### src/core/dps_pkg.sv
/*
 * Package for the dual data pointer select block: special function
 * addresses, field positions, reset values and pointer mode codes.
 * Assumes an 8-bit special function bus driven by the processor core.
 */
package dps_pkg;
	// Special function addresses
	localparam logic [7:0] DPS_ADDR_PTR_LO  = 8'h82;
	localparam logic [7:0] DPS_ADDR_PTR_HI  = 8'h83;
	localparam logic [7:0] DPS_ADDR_CONTROL = 8'h85;
	localparam logic [7:0] DPS_ADDR_MODE    = 8'h86;
	// Reset values
	localparam logic [7:0]  DPS_CONTROL_RST = 8'h00;
	localparam logic [7:0]  DPS_MODE_RST    = 8'h00;
	localparam logic [15:0] DPS_PTR_RST     = 16'h0000;
	// Pointer control fields
	localparam int DPS_SEL_BIT    = 0;
	localparam int DPS_TOGGLE_BIT = 6;
	// Pointer mode fields
	localparam int DPS_MODE0_LSB = 0;
	localparam int DPS_MODE1_LSB = 2;
	// Pointer mode codes
	typedef enum logic [1:0] {
		DPS_MODE_HOLD = 2'b00,
		DPS_MODE_RSVD = 2'b01,
		DPS_MODE_INC  = 2'b10,
		DPS_MODE_DEC  = 2'b11
	} dps_mode_t;
endpackage

### src/core/dps_step.sv
/*
 * Next pointer value after an external data move, from the mode code.
 * Purely combinational; assumes the caller gates it with the move strobe.
 */
module dps_step (
	// Pointer in
	input  wire logic [15:0]       ptr_i,
	input  wire dps_pkg::dps_mode_t mode_i,
	// Pointer out
	output logic      [15:0]       ptr_o
);
	import dps_pkg::*;

	// Increment, decrement or hold; reserved code holds
	always_comb begin
		case (mode_i)
			DPS_MODE_INC: ptr_o = ptr_i + 16'h0001;
			DPS_MODE_DEC: ptr_o = ptr_i - 16'h0001;
			default:      ptr_o = ptr_i;
		endcase
	end
endmodule

### src/core/dps_top.sv
/*
 * Dual data pointer register file: two 16-bit background pointers, one
 * visible at a time through the legacy pointer bytes, with select,
 * auto-toggle and per-pointer auto step after external data moves.
 * Assumes the core issues one special function access per cycle and
 * pulses xmove_i once per external data move that uses the pointer.
 */
// How it works
// - Two independent 16-bit pointers; the active one addresses external data.
// - Reset clears select, so the first pointer sits at 82h/83h.
// - Select set routes visible pointer reads, writes and addressing to second pointer.
// - Unselected pointer holds its value and cannot be read or written.
// - With auto-toggle on, each external data move without a same-cycle control write inverts the select bit.
// - Pointer control register at 85h, resets to 00h.
// - Control bit 6 is auto-toggle enable, read/write.
// - Control bit 0 is pointer select, read/write.
// - Mode register at 86h, reset 00h; bits 3-2 second, 1-0 first.
// - Step applies only to the selected pointer, only on external data moves.
module dps_top (
	// Clock and reset
	input  wire logic        clk_i,
	input  wire logic        rst_i,
	// Special function bus
	input  wire logic [7:0]  sfr_addr_i,
	input  wire logic        sfr_wr_i,
	input  wire logic [7:0]  sfr_wdata_i,
	output logic      [7:0]  sfr_rdata_o,
	output logic             sfr_hit_o,
	// External data move
	input  wire logic        xmove_i,
	output logic      [15:0] xaddr_o,
	// Status
	output logic             ptr_sel_o
);
	import dps_pkg::*;

	logic [15:0] ptr0_r, ptr0_nxt, ptr1_r, ptr1_nxt;
	logic        sel_r, sel_nxt, tog_r, tog_nxt;
	logic [1:0]  mode0_r, mode0_nxt, mode1_r, mode1_nxt;
	logic [15:0] act_ptr, step_ptr;
	dps_mode_t   act_mode;
	logic [7:0]  rdata_nxt;
	logic [7:0]  rdata_r;

	// Active pointer and its mode
	assign act_ptr  = sel_r ? ptr1_r : ptr0_r;
	assign act_mode = dps_mode_t'(sel_r ? mode1_r : mode0_r);
	assign xaddr_o  = act_ptr;
	assign ptr_sel_o = sel_r;

	dps_step u_step (
		.ptr_i  (act_ptr),
		.mode_i (act_mode),
		.ptr_o  (step_ptr)
	);

	// Next state of pointers and control
	always_comb begin
		ptr0_nxt  = ptr0_r;
		ptr1_nxt  = ptr1_r;
		sel_nxt   = sel_r;
		tog_nxt   = tog_r;
		mode0_nxt = mode0_r;
		mode1_nxt = mode1_r;
		// Step the pointer just used, then toggle
		if (xmove_i) begin
			if (sel_r)
				ptr1_nxt = step_ptr;
			else
				ptr0_nxt = step_ptr;
			if (tog_r)
				sel_nxt = ~sel_r;
		end
		// Software writes win over the move for the same byte
		if (sfr_wr_i) begin
			case (sfr_addr_i)
				DPS_ADDR_PTR_LO: begin
					if (sel_r) ptr1_nxt[7:0] = sfr_wdata_i;
					else       ptr0_nxt[7:0] = sfr_wdata_i;
				end
				DPS_ADDR_PTR_HI: begin
					if (sel_r) ptr1_nxt[15:8] = sfr_wdata_i;
					else       ptr0_nxt[15:8] = sfr_wdata_i;
				end
				DPS_ADDR_CONTROL: begin
					sel_nxt = sfr_wdata_i[DPS_SEL_BIT];
					tog_nxt = sfr_wdata_i[DPS_TOGGLE_BIT];
				end
				DPS_ADDR_MODE: begin
					mode0_nxt = sfr_wdata_i[DPS_MODE0_LSB +: 2];
					mode1_nxt = sfr_wdata_i[DPS_MODE1_LSB +: 2];
				end
				default: ;
			endcase
		end
	end

	// Register pointers and control
	always_ff @(posedge clk_i) begin
		if (rst_i) begin
			ptr0_r  <= DPS_PTR_RST;
			ptr1_r  <= DPS_PTR_RST;
			sel_r   <= DPS_CONTROL_RST[DPS_SEL_BIT];
			tog_r   <= DPS_CONTROL_RST[DPS_TOGGLE_BIT];
			mode0_r <= DPS_MODE_RST[DPS_MODE0_LSB +: 2];
			mode1_r <= DPS_MODE_RST[DPS_MODE1_LSB +: 2];
		end else begin
			ptr0_r  <= ptr0_nxt;
			ptr1_r  <= ptr1_nxt;
			sel_r   <= sel_nxt;
			tog_r   <= tog_nxt;
			mode0_r <= mode0_nxt;
			mode1_r <= mode1_nxt;
		end
	end

	// Read mux; only the selected pointer is visible
	always_comb begin
		rdata_nxt = 8'h00;
		sfr_hit_o = 1'b1;
		case (sfr_addr_i)
			DPS_ADDR_PTR_LO:  rdata_nxt = act_ptr[7:0];
			DPS_ADDR_PTR_HI:  rdata_nxt = act_ptr[15:8];
			DPS_ADDR_CONTROL: begin
				rdata_nxt[DPS_SEL_BIT]    = sel_r;
				rdata_nxt[DPS_TOGGLE_BIT] = tog_r;
			end
			DPS_ADDR_MODE: begin
				rdata_nxt[DPS_MODE0_LSB +: 2] = mode0_r;
				rdata_nxt[DPS_MODE1_LSB +: 2] = mode1_r;
			end
			default: sfr_hit_o = 1'b0;
		endcase
	end

	// Registered read data
	always_ff @(posedge clk_i) begin
		if (rst_i)
			rdata_r <= 8'h00;
		else
			rdata_r <= rdata_nxt;
	end
	assign sfr_rdata_o = rdata_r;

	// Checks
	a_reset_sel: assert property (@(posedge clk_i) rst_i |=> !sel_r && !tog_r)
		else $error("select or toggle not cleared by reset");
	a_toggle_move: assert property (@(posedge clk_i) disable iff (rst_i)
		xmove_i && tog_r && !sfr_wr_i |=> sel_r != $past(sel_r))
		else $error("auto-toggle did not invert select");
	a_no_toggle: assert property (@(posedge clk_i) disable iff (rst_i)
		!tog_r && !sfr_wr_i |=> $stable(sel_r))
		else $error("select changed without toggle or write");
	a_hidden_hold: assert property (@(posedge clk_i) disable iff (rst_i)
		sel_r |=> ptr0_r == $past(ptr0_r))
		else $error("unselected first pointer changed");
	a_hidden_hold1: assert property (@(posedge clk_i) disable iff (rst_i)
		!sel_r |=> ptr1_r == $past(ptr1_r))
		else $error("unselected second pointer changed");
	a_inc_step: assert property (@(posedge clk_i) disable iff (rst_i)
		xmove_i && !sfr_wr_i && !sel_r && mode0_r == DPS_MODE_INC |=>
		ptr0_r == $past(ptr0_r) + 16'h0001)
		else $error("first pointer did not increment");
	a_dec_step: assert property (@(posedge clk_i) disable iff (rst_i)
		xmove_i && !sfr_wr_i && sel_r && mode1_r == DPS_MODE_DEC |=>
		ptr1_r == $past(ptr1_r) - 16'h0001)
		else $error("second pointer did not decrement");
	a_no_move_hold: assert property (@(posedge clk_i) disable iff (rst_i)
		!xmove_i && !sfr_wr_i |=> $stable(ptr0_r) && $stable(ptr1_r))
		else $error("pointer changed without move or write");
	a_ctrl_read: assert property (@(posedge clk_i) disable iff (rst_i)
		sfr_addr_i == DPS_ADDR_CONTROL |=> (sfr_rdata_o & 8'hBE) == 8'h00 &&
		sfr_rdata_o[0] == $past(sel_r) && sfr_rdata_o[6] == $past(tog_r))
		else $error("control readback wrong");
	a_addr_out: assert property (@(posedge clk_i) disable iff (rst_i)
		sfr_wr_i && !xmove_i && sfr_addr_i == DPS_ADDR_PTR_LO |=>
		xaddr_o[7:0] == $past(sfr_wdata_i))
		else $error("written low byte not on external address");

	// Reset clears both pointers and both modes
	a_reset_ptrs: assert property (@(posedge clk_i) rst_i |=>
		ptr0_r == DPS_PTR_RST && ptr1_r == DPS_PTR_RST &&
		mode0_r == DPS_MODE_RST[DPS_MODE0_LSB +: 2] && mode1_r == DPS_MODE_RST[DPS_MODE1_LSB +: 2])
		else $error("pointers or modes not cleared by reset");

	// Decrement of the first pointer
	a_dec_first: assert property (@(posedge clk_i) disable iff (rst_i)
		xmove_i && !sfr_wr_i && !sel_r && mode0_r == DPS_MODE_DEC |=>
		ptr0_r == $past(ptr0_r) - 16'h0001)
		else $error("first pointer did not decrement");

	// Increment of the second pointer
	a_inc_second: assert property (@(posedge clk_i) disable iff (rst_i)
		xmove_i && !sfr_wr_i && sel_r && mode1_r == DPS_MODE_INC |=>
		ptr1_r == $past(ptr1_r) + 16'h0001)
		else $error("second pointer did not increment");

	// Hold and reserved codes leave both pointers alone
	a_hold_modes: assert property (@(posedge clk_i) disable iff (rst_i)
		xmove_i && !sfr_wr_i && (act_mode == DPS_MODE_HOLD || act_mode == DPS_MODE_RSVD) |=>
		$stable(ptr0_r) && $stable(ptr1_r))
		else $error("pointer stepped in hold mode");

	// Move without toggle keeps the selection
	a_move_keep: assert property (@(posedge clk_i) disable iff (rst_i)
		xmove_i && !tog_r && !sfr_wr_i |=> sel_r == $past(sel_r))
		else $error("select changed on move with toggle off");

	// Control write sets select and toggle as written
	a_sel_out: assert property (@(posedge clk_i) disable iff (rst_i)
		sfr_wr_i && sfr_addr_i == DPS_ADDR_CONTROL |=>
		ptr_sel_o == $past(sfr_wdata_i[DPS_SEL_BIT]) && tog_r == $past(sfr_wdata_i[DPS_TOGGLE_BIT]))
		else $error("control write not taken");

	// Control write wins over a toggle in the same cycle
	a_ctrl_wins: assert property (@(posedge clk_i) disable iff (rst_i)
		xmove_i && tog_r && sfr_wr_i && sfr_addr_i == DPS_ADDR_CONTROL |=>
		sel_r == $past(sfr_wdata_i[DPS_SEL_BIT]))
		else $error("toggle overrode control write");

	// Byte write wins over the step for that byte
	a_byte_wins: assert property (@(posedge clk_i) disable iff (rst_i)
		xmove_i && sfr_wr_i && sfr_addr_i == DPS_ADDR_PTR_LO |=>
		($past(sel_r) ? ptr1_r[7:0] : ptr0_r[7:0]) == $past(sfr_wdata_i))
		else $error("step overrode low byte write");

	// Mode readback, upper bits zero
	a_mode_read: assert property (@(posedge clk_i) disable iff (rst_i)
		sfr_addr_i == DPS_ADDR_MODE |=> sfr_rdata_o[7:4] == 4'h0 &&
		sfr_rdata_o[3:0] == $past({mode1_r, mode0_r}))
		else $error("mode readback wrong");

	// Visible high byte reads the selected pointer
	a_ptr_read: assert property (@(posedge clk_i) disable iff (rst_i)
		sfr_addr_i == DPS_ADDR_PTR_HI |=>
		sfr_rdata_o == $past(sel_r ? ptr1_r[15:8] : ptr0_r[15:8]))
		else $error("visible pointer readback wrong");

	// Unmapped addresses read zero
	a_other_read: assert property (@(posedge clk_i) disable iff (rst_i)
		!sfr_hit_o |=> sfr_rdata_o == 8'h00)
		else $error("unmapped address read nonzero");
endmodule

### config.mk
export PLATFORM = sky130hd
export DESIGN_NAME = dps_top
export DESIGN_NICKNAME = d
export VERILOG_FILES = /design/src/core/dps_pkg.sv /design/src/core/dps_step.sv /design/src/core/dps_top.sv
export SDC_FILE = /design/constraint.sdc
export NUM_CORES = 1
export LEC_CHECK = 0
export BUFFER_PORTS_ARGS = -buffer_cell sky130_fd_sc_hd__buf_2
export CAP_MARGIN = 20
export CORE_MARGIN = 2
export CORE_UTILIZATION = 45
export CTS_CLUSTER_DIAMETER = 120
export DETAILED_ROUTE_END_ITERATION = 6
export SYNTH_ARGS = -nofsm -noshare
export SYNTH_HDL_FRONTEND = slang
export SYNTH_SLANG_ARGS = --single-unit
### constraint.sdc
create_clock -name clk_i -period 7.5 [get_ports clk_i]
set_input_delay 0.75 -clock clk_i [delete_from_list [all_inputs] [get_ports clk_i]]
set_output_delay 0.75 -clock clk_i [all_outputs]
set_load 0.01 [all_outputs]
==> impl_metrics.toml <==
[critical_path]
required_ns = 7.72
cp_max_fo = 49
end_kind = "flip-flop"
crit_chain = "buf_4 -> nand3_2 -> and2_1 -> xnor2_1 -> ha_1 -> inv_1 -> a211oi_2 -> o32ai_2 -> o41ai_1 -> nand2_1 -> a211oi_1"
slowest_stage = "dfxtp_2"
critical_path_class = "reg -> reg"
cp_slowest_stage_delay_ns = 0.59
worstSetupStartpointType = "flip-flop"
worstPathArrival_ns = 3.83

[clocking]
cts_tree = "done"
root_buffer = "clkbuf_8"
cts_buffers = 5
htree_levels = 2
cts.sink_count = 46
worstSkewPairLatency_ns = 0.31
cts.clk_slew.worst_paths_ns = 0.09
cts.path.max_buffers = 2
cts_resized = 0
hold_buffers = 0
post_cts_buffers = 0

[die]
die_x_um = 92.2
placeableCoreArea_mm2 = 0.00765
fp.dieArea_mm2 = 0.00850
io_pins = 46
start_util_pct = 45.8
die_h_um = 92.2
num_rows = 32

[synthesis]
synthFlopType = "dfxtp_1"
ys_top_cells_by_count = "53 x nor2_1, 46 x dfxtp_1, 42 x nand2_1, 22 x a21oi_1"
yosysTopAreaCellShare_pct = 26.3
ys_types = 79
synth_most_common_cell = "nor2_1"
synth-async-reset-ratio_pct = 0
yosysSeqAreaShare_pct = 26.3
yosysTopAreaCell = "dfxtp_1"
synth_nets = 463
avgSynthCellArea_um2 = 7.92
syn_area_mm2 = 0.00350
yosys_warnings = 0
synth_cells = 442
synth_edf_count = 0
ys_top_cells_by_area = "dfxtp_1 26%, nor2_1 5.7%, nand2_1 4.5%"
synth-seq-cells = 46

[timing]
setup_viol = 0
fmax_ghz = 0.277
tightest_slew_ns = 1.17
min_period_ns = 3.61
report.final.slew_viol_count = 0
fin_ws_ns = 3.89
fin_skew_ns = 0.00410
fin_tns_setup_ns = 0
rsz0062_at_grt = "false"
hold_viol = 0
fin_crit_sh_pct = 48.2
slew_headroom_pct = 21.9

[global_route]
use_met3_pct = 3.78
grt_pass1_vias = 3257
grt_pass1_wl_um = 18800
grtUsageMet2_pct = 45.8
overflow = 0
grt_use_met1_pct = 40.4
antenna_found_initial = 0
grt_max_degree = 51
grt_busiest_layer = "met2"
grt_usage_pct = 28.7

[cells_and_area]
drive_gt1_share_pct = 20.6
syn2layout_area_growth_pct = 8.65
fin_area_mm2 = 0.00380
n_fill_cell = 796
nets = 491
final_core_util_pct = 49.7
antenna_cells = 0
regArea_um2 = 922
multi_input_area_mm2 = 0.00238

[power_and_ir_drop]
ir_drop_v = 0.0000514
total_power_mw = 0.443
powerDensity_mw_per_mm2 = 116
p_leak_nw = 1.46

[routing]
route.detailed.drc = 0
vias_per_cell = 6.29
routed_wl_um = 11900
vias = 3606
wl_per_cell_um = 20.8
first_iter_violations = 338
ant_nets = 0
dr.pass1.iters = 5

[job]
maxCapViolations = 0

[place]
dp_hpwl_um = 8910
dpl_cell_area_mm2 = 0.00372
place_ws_ns = 4.05
finalWeightedCongestion = 0.926
port_buffers = 45

[outcome]
status = "finished clean"

[worst_hold_path]
hp-class = "reg -> reg"
[state kept, by name, indices dropped and copies added (netlist names)]
| signal | flops |
|---|---|
| sfr_rdata_o | 8 |
| ptr0_r | 16 |
| mode1_r | 2 |
| tog_r | 1 |
| mode0_r | 2 |
| ptr_sel_o | 1 |
| ptr1_r | 16 |
[per-stage QoR]
step / hold WS [ns] / instances
after floorplan: 0.446 / 442
after global placement: 0.467 / 565
after detailed placement: 0.473 / 565
after CTS: 0.487 / 573
after global routing: 0.541 / 573
final: 0.484 / 573
[cells in the final DEF (no fill, tap or decap), drive strengths merged, types with 3 or more instances in the layout]
master / instances
a32oi: 3
a221oi: 3
nand4: 16
mux2i: 18
o21ai: 18
nand4b: 5
nand3b: 3
nand3: 20
clkbuf: 6
inv: 14
o211ai: 6
buf: 46
nor4: 4
a21oi: 22
nand2b: 10
mux2: 3
clkinv: 3
a32o: 3
or2: 4
a211oi: 22
nor2b: 4
nor4b: 3
xor2: 9
o22ai: 4
nand2: 43
xnor2: 13
a2111oi: 4
nor3b: 5
nor2: 55
and2: 4
a31oi: 3
nor3: 17
dfxtp: 46
[layer usage]
metal	wire length [um]	up-vias
li1	-	1690
met1	5270	1709
met2	5470	186
met3	893	21
met4	289	0
met5	0	-
[worst max-delay path: cells and delay by family (launching register included)]
family	cells	cell delay, ns
buffers and inverters	2	0.64
AO/OA/AOI/OAI	4	1.27
flip-flops	1	0.59
AND/OR/NAND/NOR	3	0.60
adder cells (fa/ha/maj)	1	0.21
XOR/XNOR	1	0.19
[kinds of logic (layout without fill, tap and decap cells)]
logic type | after synthesis | in the layout | share of synthesized area [%]
fa+ha+maj | 1 | 1 | 0.357
xor+xnor | 22 | 22 | 5.50
compound gates | 111 | 111 | 23.8
simple gates | 201 | 201 | 30.8
flops | 46 | 46 | 26.3
buf+inv | 40 | 69 | 5.75
mux | 21 | 21 | 7.47
[area by class of cell]
| type | instances | share of cell area (%) |
|---|---|---|
| Clock buffer | 6 | 1.91 |
| Clock inverter | 2 | 0.362 |
| Inverter | 15 | 1.48 |
| Multi-Input combinational cell | 356 | 62.5 |
| Sequential cell | 46 | 24.2 |
| Tap cell | 102 | 3.36 |
| Timing Repair Buffer | 46 | 6.12 |
[report_power, final]
part           internal [mW]  total [mW]  switching [mW]
clock                 0.0661       0.162          0.0955
sequential             0.245       0.246        0.000919
combinational         0.0104      0.0352          0.0248
[worst paths after layout]
path | from | to | slack (ns) | cells past startpoint
worst min register to register | tog_r$_SDFFE_PP0P_ | tog_r$_SDFFE_PP0P_ | 0.48 | 2
worst min-delay path | tog_r$_SDFFE_PP0P_ | tog_r$_SDFFE_PP0P_ | 0.48 | 2
worst max register to register | ptr_sel_o$_SDFF_PP0_ | ptr0_r[10]$_SDFF_PP0_ | 3.89 | 11
worst max-delay path | ptr_sel_o$_SDFF_PP0_ | ptr0_r[10]$_SDFF_PP0_ | 3.89 | 11
Power figures use the tool's default switching activity.
